===== src/verilog/mdu_map.svh =====
`ifndef MDU_MAP_SVH
`define MDU_MAP_SVH
// ****************************************
// Register offsets (byte addresses)
// ****************************************
`define MDU_OFS_HIGH 4'h0
`define MDU_OFS_LOW 4'h4
`define MDU_OFS_CTRL 4'h8
`define MDU_OFS_OPER 4'hC
`define MDU_OFS_CMD 5'h10
`define MDU_OFS_STAT 5'h14
// ****************************************
// Field positions, reset values, divide step count and command codes
// ****************************************
`define MDU_RIU_BIT 4
`define MDU_CTRL_USED_MASK 16'h00FF
`define MDU_RESET_WORD 16'h0000
`define MDU_DIV_STEPS 5'h10
`define MDU_CMD_MUL 2'h0
`define MDU_CMD_MULU 2'h1
`define MDU_CMD_DIVL 2'h2
`define MDU_CMD_DIVLU 2'h3
`endif


===== src/verilog/mdu_pkg.sv =====
package mdu_pkg;
   typedef logic [15:0] mdu_word_t;
   typedef enum logic [2:0]
   {
      MDU_IDLE = 3'b001,
      MDU_MUL = 3'b010,
      MDU_DIV = 3'b100
   } mdu_state_e;
endpackage : mdu_pkg


===== src/verilog/mdu_divstep.sv =====
`timescale 1ns/1ps
module mdu_divstep
(
   // Partial remainder, quotient, divisor
   input wire logic [15:0] rem,
   input wire logic [15:0] quo,
   input wire logic [15:0] dvs,
   // Next partial values
   output logic [15:0] rem_o,
   output logic [15:0] quo_o
);
   logic [16:0] sh;
   logic [16:0] df;
   assign sh = {rem, quo[15]};
   assign df = sh - {1'b0, dvs};
   assign rem_o = df[16] ? sh[15:0] : df[15:0];
   assign quo_o = {quo[14:0], ~df[16]};
endmodule : mdu_divstep


===== src/verilog/mdu_mult.sv =====
`timescale 1ns/1ps
module mdu_mult
(
   // Operands
   input wire logic [15:0] a,
   input wire logic [15:0] b,
   input wire logic sgn,
   // Product
   output logic [31:0] p
);
   logic signed [32:0] sp;
   assign sp = $signed({sgn & a[15], a}) * $signed({sgn & b[15], b});
   assign p = sp[31:0];
endmodule : mdu_mult


===== src/verilog/mdu_regs.sv =====
`timescale 1ns/1ps
`include "mdu_map.svh"
// Contract
// RULE1 - Multiply leaves product upper half high
// RULE2 - Multiply leaves product lower half low
// RULE3 - Software loads dividend upper half first
// RULE4 - Software loads dividend lower half last
// RULE5 - Division leaves remainder in high word
// RULE6 - Division leaves quotient in low word
// RULE7 - Writing high or low sets in-use
// RULE8 - Any multiply or divide sets in-use
// RULE9 - Reading low clears in-use; high not
// RULE10 - Control updated every cycle while busy
// RULE11 - Software saves/restores status bits and both result words
// RULE12 - Interrupt code saves, clears, restores all
// RULE13 - Control bit writable, result words whole
// RULE14 - In-use bit 4, upper byte zero
module mdu_regs
(
   // Clock, reset, enable
   input wire logic CLOCK,
   input wire logic SYS_RST,
   input wire logic CLK_EN,
   // Wishbone slave
   input wire logic WB_CYC_I,
   input wire logic WB_STB_I,
   input wire logic WB_WE_I,
   input wire logic [4:0] WB_ADR_I,
   input wire logic [3:0] WB_SEL_I,
   input wire logic [31:0] WB_DAT_I,
   output logic [31:0] WB_DAT_O,
   output logic WB_ACK_O,
   output logic WB_ERR_O,
   // Status
   output logic BUSY
);
   import mdu_pkg::*;

   // ****************************************
   // Bus decode
   // ****************************************
   mdu_word_t high_word;
   mdu_word_t low_word;
   mdu_word_t control;
   mdu_word_t operand;
   mdu_state_e state;
   logic [4:0] steps;
   logic div_neg_q;
   logic div_neg_r;
   logic op_signed;
   logic [31:0] product;
   mdu_word_t step_rem;
   mdu_word_t step_quo;
   mdu_word_t divisor;
   logic req;
   logic wr;
   logic rd;
   logic hit;
   logic wr_lo16;
   logic wr_hi_b;
   logic wr_lo_b;

   function automatic logic is_reg(input logic [4:0] a, input logic [4:0] ofs);
      is_reg = (a == ofs);
   endfunction : is_reg

   function automatic mdu_word_t mag(input mdu_word_t v, input logic neg);
      mag = neg ? mdu_word_t'(-v) : v;
   endfunction : mag

   assign req = WB_CYC_I & WB_STB_I & ~WB_ACK_O & ~WB_ERR_O & CLK_EN;
   assign hit = is_reg(WB_ADR_I, {1'b0, `MDU_OFS_HIGH}) | is_reg(WB_ADR_I, {1'b0, `MDU_OFS_LOW})
      | is_reg(WB_ADR_I, {1'b0, `MDU_OFS_CTRL}) | is_reg(WB_ADR_I, {1'b0, `MDU_OFS_OPER})
      | is_reg(WB_ADR_I, `MDU_OFS_CMD) | is_reg(WB_ADR_I, `MDU_OFS_STAT);
   assign wr = req & hit & WB_WE_I;
   assign rd = req & hit & ~WB_WE_I;
   assign wr_hi_b = WB_SEL_I[1];
   assign wr_lo_b = WB_SEL_I[0];
   assign wr_lo16 = WB_SEL_I[1] & WB_SEL_I[0];

   // ****************************************
   // Datapath
   // ****************************************
   mdu_mult u_mult
   (
      .a(low_word),
      .b(operand),
      .sgn(op_signed),
      .p(product)
   );

   // Signed divide steps on the divisor magnitude
   assign divisor = mag(operand, op_signed & operand[15]);

   mdu_divstep u_div
   (
      .rem(high_word),
      .quo(low_word),
      .dvs(divisor),
      .rem_o(step_rem),
      .quo_o(step_quo)
   );

   // ****************************************
   // Bus answer
   // ****************************************
   always_ff @(posedge CLOCK)
   begin
      if (SYS_RST)
      begin
         WB_ACK_O <= 1'b0;
         WB_ERR_O <= 1'b0;
      end
      else if (CLK_EN)
      begin
         WB_ACK_O <= req & hit;
         WB_ERR_O <= req & ~hit;
      end
   end

   always_ff @(posedge CLOCK)
   begin
      if (SYS_RST)
      begin
         WB_DAT_O <= 32'h0000_0000;
      end
      else if (CLK_EN)
      begin
         if (rd)
         begin
            unique case (WB_ADR_I)
               {1'b0, `MDU_OFS_HIGH}: WB_DAT_O <= {16'h0000, high_word};
               {1'b0, `MDU_OFS_LOW}: WB_DAT_O <= {16'h0000, low_word};
               {1'b0, `MDU_OFS_CTRL}: WB_DAT_O <= {16'h0000, control & `MDU_CTRL_USED_MASK}; // see RULE14
               {1'b0, `MDU_OFS_OPER}: WB_DAT_O <= {16'h0000, operand};
               `MDU_OFS_STAT: WB_DAT_O <= {31'h0000_0000, state != MDU_IDLE};
               default: WB_DAT_O <= 32'h0000_0000;
            endcase
         end
         else
         begin
            WB_DAT_O <= 32'h0000_0000;
         end
      end
   end

   // ****************************************
   // Sequencer
   // ****************************************
   always_ff @(posedge CLOCK)
   begin
      if (SYS_RST)
      begin
         state <= MDU_IDLE;
         steps <= 5'h00;
         op_signed <= 1'b0;
         div_neg_q <= 1'b0;
         div_neg_r <= 1'b0;
         BUSY <= 1'b0;
      end
      else if (CLK_EN)
      begin
         unique case (state)
            MDU_IDLE:
            begin
               if (wr && WB_ADR_I == `MDU_OFS_CMD && wr_lo_b)
               begin
                  op_signed <= ~WB_DAT_I[0];
                  BUSY <= 1'b1;
                  steps <= `MDU_DIV_STEPS;
                  div_neg_q <= ~WB_DAT_I[0] & (high_word[15] ^ operand[15]);
                  div_neg_r <= ~WB_DAT_I[0] & high_word[15];
                  state <= WB_DAT_I[1] ? MDU_DIV : MDU_MUL;
               end
            end
            MDU_MUL:
            begin
               state <= MDU_IDLE;
               BUSY <= 1'b0;
            end
            MDU_DIV:
            begin
               steps <= steps - 5'h01;
               if (steps == 5'h01)
               begin
                  state <= MDU_IDLE;
                  BUSY <= 1'b0;
               end
            end
         endcase
      end
   end

   // ****************************************
   // Result words
   // ****************************************
   always_ff @(posedge CLOCK)
   begin
      if (SYS_RST)
      begin
         high_word <= `MDU_RESET_WORD;
         low_word <= `MDU_RESET_WORD;
      end
      else if (CLK_EN)
      begin
         if (state == MDU_IDLE && wr && WB_ADR_I == `MDU_OFS_CMD && wr_lo_b && WB_DAT_I[1]
            && ~WB_DAT_I[0])
         begin
            // Signed divide runs on magnitudes of 32-bit dividend low word and 16-bit divisor
            high_word <= 16'h0000;
            low_word <= mag(low_word, high_word[15]);
         end
         else if (state == MDU_MUL)
         begin
            high_word <= product[31:16]; // see RULE1
            low_word <= product[15:0]; // see RULE2
         end
         else if (state == MDU_DIV)
         begin
            if (steps == 5'h01)
            begin
               high_word <= mag(step_rem, div_neg_r); // see RULE5
               low_word <= mag(step_quo, div_neg_q); // see RULE6
            end
            else
            begin
               high_word <= step_rem;
               low_word <= step_quo;
            end
         end
         else if (wr && wr_lo16) // see RULE13
         begin
            if (WB_ADR_I == {1'b0, `MDU_OFS_HIGH})
            begin
               high_word <= WB_DAT_I[15:0];
            end
            if (WB_ADR_I == {1'b0, `MDU_OFS_LOW})
            begin
               low_word <= WB_DAT_I[15:0];
            end
         end
      end
   end

   always_ff @(posedge CLOCK)
   begin
      if (SYS_RST)
      begin
         operand <= `MDU_RESET_WORD;
      end
      else if (CLK_EN && state == MDU_IDLE && wr && wr_lo16
         && WB_ADR_I == {1'b0, `MDU_OFS_OPER})
      begin
         operand <= WB_DAT_I[15:0];
      end
   end

   // ****************************************
   // Control register
   // ****************************************
   always_ff @(posedge CLOCK)
   begin
      if (SYS_RST)
      begin
         control <= `MDU_RESET_WORD;
      end
      else if (CLK_EN)
      begin
         if (state != MDU_IDLE)
         begin
            // Progress count in low status bits, in-use held
            control <= {8'h00, steps[4], state == MDU_DIV, state == MDU_MUL, 1'b1,
               steps[3:0]}; // see RULE10, RULE8
         end
         else if (state == MDU_IDLE && wr && WB_ADR_I == `MDU_OFS_CMD && wr_lo_b)
         begin
            control[`MDU_RIU_BIT] <= 1'b1; // see RULE8
         end
         else if (wr && WB_ADR_I == {1'b0, `MDU_OFS_CTRL})
         begin
            // Byte-lane write keeps bit access to status; save and restore path
            if (wr_lo_b)
            begin
               control[7:0] <= WB_DAT_I[7:0]; // see RULE13, RULE12
            end
         end
         else if (wr && wr_lo16
            && (WB_ADR_I == {1'b0, `MDU_OFS_HIGH} || WB_ADR_I == {1'b0, `MDU_OFS_LOW}))
         begin
            control[`MDU_RIU_BIT] <= 1'b1; // see RULE7
         end
         else if (rd && WB_ADR_I == {1'b0, `MDU_OFS_LOW})
         begin
            control[`MDU_RIU_BIT] <= 1'b0; // see RULE9
         end
         control[15:8] <= 8'h00; // see RULE14
      end
   end
   // wr_hi_b unused lane for control upper byte, which is always zero
   logic unused_hi;
   assign unused_hi = wr_hi_b;
endmodule : mdu_regs

===== config.mk =====
export PLATFORM = sky130hd
export DESIGN_NAME = mdu_regs
export DESIGN_NICKNAME = d
export VERILOG_FILES = /design/src/verilog/mdu_pkg.sv /design/src/verilog/mdu_divstep.sv /design/src/verilog/mdu_mult.sv /design/src/verilog/mdu_regs.sv
export VERILOG_INCLUDE_DIRS = /design/src /design/src/verilog
export SDC_FILE = /design/constraint.sdc
export NUM_CORES = 1
export LEC_CHECK = 0
export ABC_AREA = 0
export BUFFER_PORTS_ARGS = -buffer_cell sky130_fd_sc_hd__buf_2
export CAP_MARGIN = 10
export CORE_UTILIZATION = 60
export CTS_CLUSTER_DIAMETER = 120
export CTS_CLUSTER_SIZE = 24
export DETAILED_ROUTE_END_ITERATION = 10
export HOLD_SLACK_MARGIN = 0.03
export PLACE_DENSITY_LB_ADDON = 0.2
export SKIP_LAST_GASP = 1
export SYNTH_ARGS = -nofsm -noshare
export SYNTH_HDL_FRONTEND = slang
export SYNTH_SLANG_ARGS = --single-unit

===== constraint.sdc =====
create_clock -name CLOCK -period 17.4 [get_ports CLOCK]
set_input_delay 3.48 -clock CLOCK [delete_from_list [all_inputs] [get_ports CLOCK]]
set_output_delay 3.48 -clock CLOCK [all_outputs]
set_load 0.03 [all_outputs]

==> results of run 1 <==
-- critical path: cells and delay by family --
| family | cells | cell delay, ns |
|---|---|---|
| buffers and inverters | 2 | 0.64 |
| AND/OR/NAND/NOR | 6 | 3.65 |
| AO/OA/AOI/OAI | 2 | 0.30 |
-- synthesized netlist by cell type (27+ instances only) --
library cell / instances / share of area (%)
clkbuf_1: 119 / 2.6
inv_1: 335 / 7.2
xnor2_1: 66 / 3.3
nor2_1: 151 / 3.3
o21ai_0: 93 / 2.7
ha_1: 105 / 7.6
a211oi_1: 27 / 1.2
a22oi_1: 30 / 1.3
fa_1: 283 / 33
and2_1: 124 / 4.5
nand2_1: 245 / 5.3
a21oi_1: 93 / 2.7
dfxtp_1: 86 / 9.9
-- cells by family after synthesis --
group	Yosys count
adder cells (fa/ha/maj)	388
XOR/XNOR	92
buffers and inverters	478
other	1
AND/OR/NAND/NOR	676
flip-flops	86
AO/OA/AOI/OAI	378
multiplexers	28
-- path summary, 6_finish.rpt --
| path | endpoint | from | slack [ns] |
|---|---|---|---|
| setup reg to reg | high_word[10] | op_signed | 10.04 |
| hold reg to reg | div_neg_q | div_neg_q | 0.47 |
| hold / removal | div_neg_q | div_neg_q | 0.47 |
| setup / recovery | low_word[13] | WB_ADR_I[2] | 9.60 |
-- state kept, by name, summed over array words and instances, names as in the netlist --
| signal | count |
|---|---|
| state | 3 |
| WB_ERR_O | 1 |
| steps | 5 |
| div_neg_r | 1 |
| operand | 16 |
| control | 8 |
| high_word | 16 |
| BUSY | 1 |
| low_word | 16 |
| WB_DAT_O | 16 |
| op_signed | 1 |
| div_neg_q | 1 |
| WB_ACK_O | 1 |
-- power by group --
group          internal [mW]  switching [mW]  total, mW
logic                 0.0225          0.0509     0.0735
registers              0.200         0.00360      0.204
clock network          0.130          0.0880      0.218
total                  0.353           0.143      0.495
-- layout make-up --
| class | count | share of cell area (%) |
|---|---|---|
| repair buffers | 82 | 2.74 |
| clock inverters | 5 | 0.448 |
| flip-flops and latches | 86 | 9.48 |
| multi-input cells | 1578 | 76.4 |
| clock buffers | 11 | 1.34 |
| well taps | 378 | 2.60 |
| inverters | 336 | 6.94 |
-- metal layers --
metal  vias up  GRT usage (%)
li1       6728              -
met1      7505           46.9
met2       720           58.6
met3       144           6.23
met4         0           13.5
met5         -              0
-- metrics by stage --
step | instances | cell area [µm²]
finish | 2476 | 18200
global route | 2476 | 18200
CTS | 2476 | 18200
detailed placement | 2460 | 17800
global placement | 2460 | 17800
floorplan | 2142 | 17400
==> impl_metrics.ini, run 1 <==
[final_layout]
n_antenna_cell = 0
final_cell_mix = inv_1 (335), fa_1 (283), nand2_1 (245), nor2_1 (149), and2_1 (124)
regArea_mm2 = 0.00172
finish.utilization_pct = 64.5
fillers = 2496
nets = 2528
multi_input_area_mm2 = 0.0139
final_common_cell = inv_1
drive_gt1_share_pct = 5.96
areaGrowthSynthToFinish_pct = 4.44

[route]
post_drt_wl_per_cell_um = 20.2
vias_per_cell = 6.10
drt_iter0_drc = 1423
routed.top_layer = met4
ant_nets = 0
route.vias.total = 15100
drtPass1Iterations = 8
wirelength_mm = 50.1
wl_met1_mm = 19.8
route.detailed.drc = 0
dr_wl_met2_mm = 23.7
dr_wl_met3_mm = 4.63

[synthesis]
ys.flop_type = dfxtp_1
synthXorXnorAreaFrac_pct = 4.63
synth_top_family_by_area = adder cells
synth_mux_area_share_pct = 1.63
synthesis.area_mm2 = 0.0174
async_flop_share_pct = 0
postSynthAreaPerCell_um2 = 8.18
synth_adder_area_share_pct = 40.1
yosys_warnings = 0
seq_area_frac_synth_pct = 9.90
ys_types = 78
yosys.area_share.simple_pct = 18.8
synth_edf_count = 0
synth_compound_area_share_pct = 14.2
syn_inst = 2127
ys_ff_latch = 86

[worst_setup_path]
slowest_stage = nor4_1
end_kind = flip-flop
critical_path_arrival_ns = 8.07
r2r_cells = 24
critPathKind = in2reg
cp.required_ns = 17.68
max_stage_delay_ns = 0.94
cp-start-kind = primary input
crit_path_max_fanout = 23
path_cells = buf_2 > inv_1 > nand2_1 > nor4_1 > nand3b_1 > nand3_1 > nand2_1 > nand3_1 > o211ai_1 > o22ai_1

[global_route]
grt_max_degree = 75
antenna_found_initial = 0
grtUsageTotal_pct = 35.6
grt_pass1_wl_mm = 80.4
overflow = 0
grt_pass1_vias = 15100

[die]
die_w_um = 172
io_pins = 82
rows = 61
die_y_um = 172
coreArea_mm2 = 0.0282
start_util_pct = 61.8
die_area_mm2 = 0.0297

[cts]
clock-sinks = 86
cts_tree = done
path_clk_slew_ns = 0.07
ctsHoldBuffers = 0
post_cts_resized = 0
cts_buffers = 9
clk_latency_ns = 0.35
clockBufferDepth = 2
cts_root_buf = clkbuf_16
cts_setup_buffers = 0
h-tree-depth = 3

[sta]
whs_ns = 0.475
rsz0062_at_grt = no
setup_tns_ns = 0
tightest_slew_ns = 1.39
finalHoldViolCount = 0
finalCritPeriodShare_pct = 44.8
slew_headroom_pct = 7.50
slew_viol_final = 0
period_minus_slack_ns = 7.80
fin_ws_ns = 9.60
fmax_mhz = 128
clock_skew_ns = 0.00947
finalSetupViolCount = 0

[worst_hold_path]
min_path_type = reg2reg
holdPathStages = 2

[place]
dpl.hpwl_mm = 38.0
port-buffer-count = 47
dp_slack_ns = 9.53
gp_congestion = 0.943

[power]
p_per_area_mw_per_mm2 = 27.3
p_leak_nw = 8.86
p_total_uw = 495
max-vdd-ir-drop_v = 0.0000513

[status]
outcome = complete, no violations

[flow_run]
drv_cap = 0
No activity file was read; power rests on OpenSTA's default activity.
==> run 2, diff against run 1 <==
--- a/config.mk
+++ b/config.mk
@@ -9,7 +9,7 @@
 export ABC_AREA = 0
 export BUFFER_PORTS_ARGS = -buffer_cell sky130_fd_sc_hd__buf_2
 export CAP_MARGIN = 10
-export CORE_UTILIZATION = 60
+export CORE_UTILIZATION = 59
 export CTS_CLUSTER_DIAMETER = 120
 export CTS_CLUSTER_SIZE = 24
 export DETAILED_ROUTE_END_ITERATION = 10
==> constraint.sdc (replaced) <==
create_clock -name CLOCK -period 6.7 [get_ports CLOCK]
set_input_delay 1.34 -clock CLOCK [delete_from_list [all_inputs] [get_ports CLOCK]]
set_output_delay 1.34 -clock CLOCK [all_outputs]
set_load 0.03 [all_outputs]
==> impl_metrics.ini, run 2 (synthesis results as in run 1) <==
[worst_hold_path]
hp-start = div_neg_q
holdPathStages = 2
min_path_type = reg2reg
min_to = div_neg_q

[sta]
clock_skew_ns = 0.0125
whs_ns = 0.469
period_minus_slack_ns = 6.42
fmax_mhz = 156
finalCritPeriodShare_pct = 95.9
fin_ws_ns = 0.278
finalSetupViolCount = 0
finalHoldViolCount = 0
rsz0062_at_grt = no
slew_headroom_pct = 22.8
slew_viol_final = 0
tightest_slew_ns = 1.15

[worst_setup_path]
slowest_stage = fa_1
end_kind = flip-flop
path_cells = buf_4 > and2_1 > fa_1 > inv_1 > fa_1 > inv_1 > ha_1 > fa_1 > inv_1 > fa_1 > inv_1 > fa_1 > ha_1 > or3_1 > a211oi_1 > nand4b_1 > a31oi_1 > o21bai_1 > a21oi_1 > o21ai_0 > a21oi_1 > xnor2_1 > a221o_1
crit_top_cell = fa_1
crit_path_max_fanout = 11
crit_family = adder cells
critPathKind = reg2reg
max_stage_delay_ns = 0.53
crit_buf_inv = 5
r2r_cells = 23
crit_start = low_word[7]
reg2reg_to = high_word[5]
r2r_slack_ns = 0.28
cp.required_ns = 6.95
timing.rr.start = low_word[7]
critical_path_arrival_ns = 6.67
cp-start-kind = flip-flop

[cts]
h-tree-depth = 3
clk_latency_ns = 0.36
clock-sinks = 86
cts_root_buf = clkbuf_16
clockBufferDepth = 2
cts_buffers = 9
cts_setup_buffers = 0
cts_tree = done
path_clk_slew_ns = 0.07

[global_route]
grt_pass1_wl_mm = 81.5
grt_max_degree = 48
overflow = 0
grtUsageTotal_pct = 34.3
grt_pass1_vias = 15400
antenna_found_initial = 0

[final_layout]
fin_area_mm2 = 0.0185
final_cell_mix = inv_1 (335), fa_1 (283), nand2_1 (245), nor2_1 (149), and2_1 (124)
nets = 2568
finish.utilization_pct = 64.2
drive_gt1_share_pct = 8.47
areaGrowthSynthToFinish_pct = 6.50
final_common_cell = inv_1
n_antenna_cell = 0

[place]
port-buffer-count = 47
dp_slack_ns = -0.0663
placed_area_mm2 = 0.0182
gp_congestion = 1.02
dpl.hpwl_mm = 39.3

[route]
wirelength_mm = 49.9
route.detailed.drc = 0
route.vias.total = 15200
ant_nets = 0
post_drt_wl_per_cell_um = 19.8
vias_per_cell = 6.03
drt_iter0_drc = 1411
drtPass1Iterations = 6

[die]
coreArea_mm2 = 0.0289
start_util_pct = 60.3
die_area_mm2 = 0.0302
io_pins = 82
die_w_um = 174
rows = 62
die_y_um = 174

[power]
max-vdd-ir-drop_v = 0.000119
p_leak_nw = 9.07
p_per_area_mw_per_mm2 = 68.5
p_total_mw = 1.27

[flow_run]
drv_cap = 0

[status]
outcome = complete, no violations
[run 2: worst max path at each step]
stage	endpoint	slack (ns)	cells after the start
after floorplan	high_word[13]	0.29	25
after global placement	high_word[13]	0.08	22
after detailed placement	high_word[13]	-0.07	22
after CTS	high_word[10]	0.0008	23
after global routing	high_word[10]	0.003	24
final	high_word[5]	0.28	23
[run 2: worst reg2reg max path, cell delays in order, from the launching register on]
cell and delay [ns]:
dfxtp_1 0.42, buf_4 0.25, and2_1 0.19, fa_1 0.53, inv_1 0.05, fa_1 0.53
inv_1 0.05, ha_1 0.19, fa_1 0.49, inv_1 0.06, fa_1 0.53, inv_1 0.05
fa_1 0.44, ha_1 0.22, or3_1 0.40, a211oi_1 0.32, nand4b_1 0.25, a31oi_1 0.29
o21bai_1 0.09, a21oi_1 0.22, o21ai_0 0.11, a21oi_1 0.18, xnor2_1 0.12, a221o_1 0.32
[run 2: repair_timing]
item | in CTS | in global routing
hold buffers | 0 | 0
gates cloned | 0 | 0
resized for setup | 2 | 16
pin swaps | 0 | 0
endpoints found under the setup margin | 4 | 12
[run 2: cell type report]
cell class	count	area, µm²
Inverter	336	1260
Clock buffer	9	225
Clock inverter	7	86.3
Timing Repair Buffer	122	821
Multi-Input combinational cell	1578	13900
Sequential cell	86	1750
Tap cell	384	480
Fill cell	2563	10300
[run 2: metrics by stage]
step / TNS (ns) / instances
final: 0 / 2522
after global routing: 0 / 2522
after CTS: 0 / 2521
after detailed placement: -0.154 / 2505
after global placement: 0 / 2505
after floorplan: 0 / 2142
[run 2: power by group]
part / internal (mW) / switching [mW]
registers: 0.517 / 0.00959
logic: 0.0608 / 0.133
clock network: 0.298 / 0.250
total: 0.877 / 0.393
[run 2: routing by layer]
layer | part of all wire (%) | GRT usage (%)
met3 | 8.8 | 4.50
met4 | 3.7 | 10.9
met1 | 41 | 47.3
met2 | 47 | 56.2
met5 | 0 | 0
==> run 3, diff against run 2 <==
--- a/config.mk
+++ b/config.mk
@@ -14,6 +14,7 @@
 export CTS_CLUSTER_SIZE = 24
 export DETAILED_ROUTE_END_ITERATION = 10
 export HOLD_SLACK_MARGIN = 0.03
+export MAX_ROUTING_LAYER = met4
 export PLACE_DENSITY_LB_ADDON = 0.2
 export SKIP_LAST_GASP = 1
 export SYNTH_ARGS = -nofsm -noshare
==> impl_metrics.ini, run 3 (synthesis results as in run 1) <==
[sta]
whs_ns = 0.466
finalSetupViolCount = 0
period_minus_slack_ns = 6.45
finalCritPeriodShare_pct = 96.2
slew_viol_final = 0
fin_ws_ns = 0.254
tightest_slew_ns = 1.15
slew_headroom_pct = 23.3
finalHoldViolCount = 0
fmax_mhz = 155
clock_skew_ns = 0.0138

[worst_setup_path]
cp.required_ns = 6.94
slowest_stage = fa_1
crit_family = adder cells
path_cells = buf_4 > and2_1 > fa_1 > inv_1 > fa_1 > inv_1 > ha_1 > fa_1 > inv_1 > fa_1 > inv_1 > fa_1 > ha_1 > or3_1 > a211oi_2 > nand4b_1 > a31oi_1 > o21bai_1 > a21oi_1 > o21ai_0 > a21oi_1 > xnor2_1 > a221o_1
end_kind = flip-flop
critPathKind = reg2reg
critical_path_arrival_ns = 6.69
max_stage_delay_ns = 0.53
crit_top_cell = fa_1
crit_buf_inv = 5
r2r_slack_ns = 0.25
cp-start-kind = flip-flop
crit_path_max_fanout = 15

[final_layout]
final_common_cell = inv_1
fillers = 2553
n_antenna_cell = 0
areaGrowthSynthToFinish_pct = 6.52
drive_gt1_share_pct = 8.51
multi_input_area_mm2 = 0.0139
nets = 2569
regArea_mm2 = 0.00174
final_cell_mix = inv_1 (335), fa_1 (283), nand2_1 (245), nor2_1 (149), and2_1 (124)

[die]
coreArea_mm2 = 0.0289
die_w_um = 174
die_area_mm2 = 0.0302
die_y_um = 174
start_util_pct = 60.3
io_pins = 82
rows = 62

[status]
outcome = complete, no violations

[global_route]
antenna_found_initial = 0
grt_max_degree = 49
grtUsageMet3_pct = 4.80
use_met2_pct = 56.6
grt_util_met1_pct = 46.3
overflow = 0
busiest_layer = met2
grtUsageTotal_pct = 35.3
grt_pass1_vias = 15500
grt_pass1_wl_mm = 81.2

[power]
p_leak_nw = 9.08
p_per_area_mw_per_mm2 = 68.0
p_total_mw = 1.26
max-vdd-ir-drop_v = 0.000122

[cts]
clock-sinks = 86
clockBufferDepth = 2
clk_latency_ns = 0.35
path_clk_slew_ns = 0.07
cts_root_buf = clkbuf_16
cts_tree = done
h-tree-depth = 3
cts_buffers = 9

[route]
wirelength_mm = 49.8
vias_per_cell = 6.04
ant_nets = 0
drtPass1Iterations = 6
post_drt_wl_per_cell_um = 19.7
drt_iter0_drc = 1523
route.detailed.drc = 0
route.vias.total = 15200

[place]
port-buffer-count = 47
gp_congestion = 0.996
dp_slack_ns = -0.147
dpl.hpwl_mm = 39.6

[flow_run]
drv_cap = 0

[worst_hold_path]
min_path_type = reg2reg
run 3: metrics by stage:
step | area, µm² | util (%) | cells | setup TNS [ns]
CTS | 18500 | 64.0 | 2521 | 0
finish | 18500 | 64.2 | 2523 | 0
floorplan | 17400 | - | 2142 | 0
global route | 18500 | 64.2 | 2523 | -0.00433
global placement | 18200 | 63.0 | 2505 | 0
detailed placement | 18200 | 63.0 | 2505 | -0.182
run 3: final cells by class:
type	instances	share of cell area [%]
Clock inverter	7	0.432
Inverter	336	6.81
Multi-Input combinational cell	1578	75.1
Timing Repair Buffer	123	4.47
Clock buffer	9	1.22
Sequential cell	86	9.41
Tap cell	384	2.59
run 3: path summary, 6_finish.rpt:
path,start,end,cells past startpoint
setup / recovery,low_word[7],high_word[5],23
hold / removal,div_neg_q,div_neg_q,2
setup reg to reg,low_word[7],high_word[5],23
hold reg to reg,div_neg_q,div_neg_q,2
run 3: layer usage:
metal  routed length (µm)  part of all wire [%]
met5                    0                     0
met4                 1660                   3.3
met3                 4560                   9.2
met2                23400                    47
met1                20200                    40
run 3: worst register-to-register path, cell delays in order, from the launching register on:
cell	delay, ns
dfxtp_2	0.44
buf_4	0.24
and2_1	0.18
fa_1	0.53
inv_1	0.05
fa_1	0.53
inv_1	0.04
ha_1	0.20
fa_1	0.49
inv_1	0.06
fa_1	0.52
inv_1	0.05
fa_1	0.45
ha_1	0.23
or3_1	0.41
a211oi_2	0.29
nand4b_1	0.23
a31oi_1	0.26
o21bai_1	0.09
a21oi_1	0.25
o21ai_0	0.11
a21oi_1	0.18
xnor2_1	0.15
a221o_1	0.34
run 3: power breakdown:
part	total, mW	internal, mW	switching (mW)
clock network	0.537	0.296	0.240
logic	0.195	0.0608	0.134
registers	0.528	0.518	0.00963
run 3: what timing repair did:
action	in CTS	in global routing
setup buffers	0	1
hold buffers	0	0
pin swaps	0	1
gates resized for setup	3	16
setup endpoints to repair	4	8
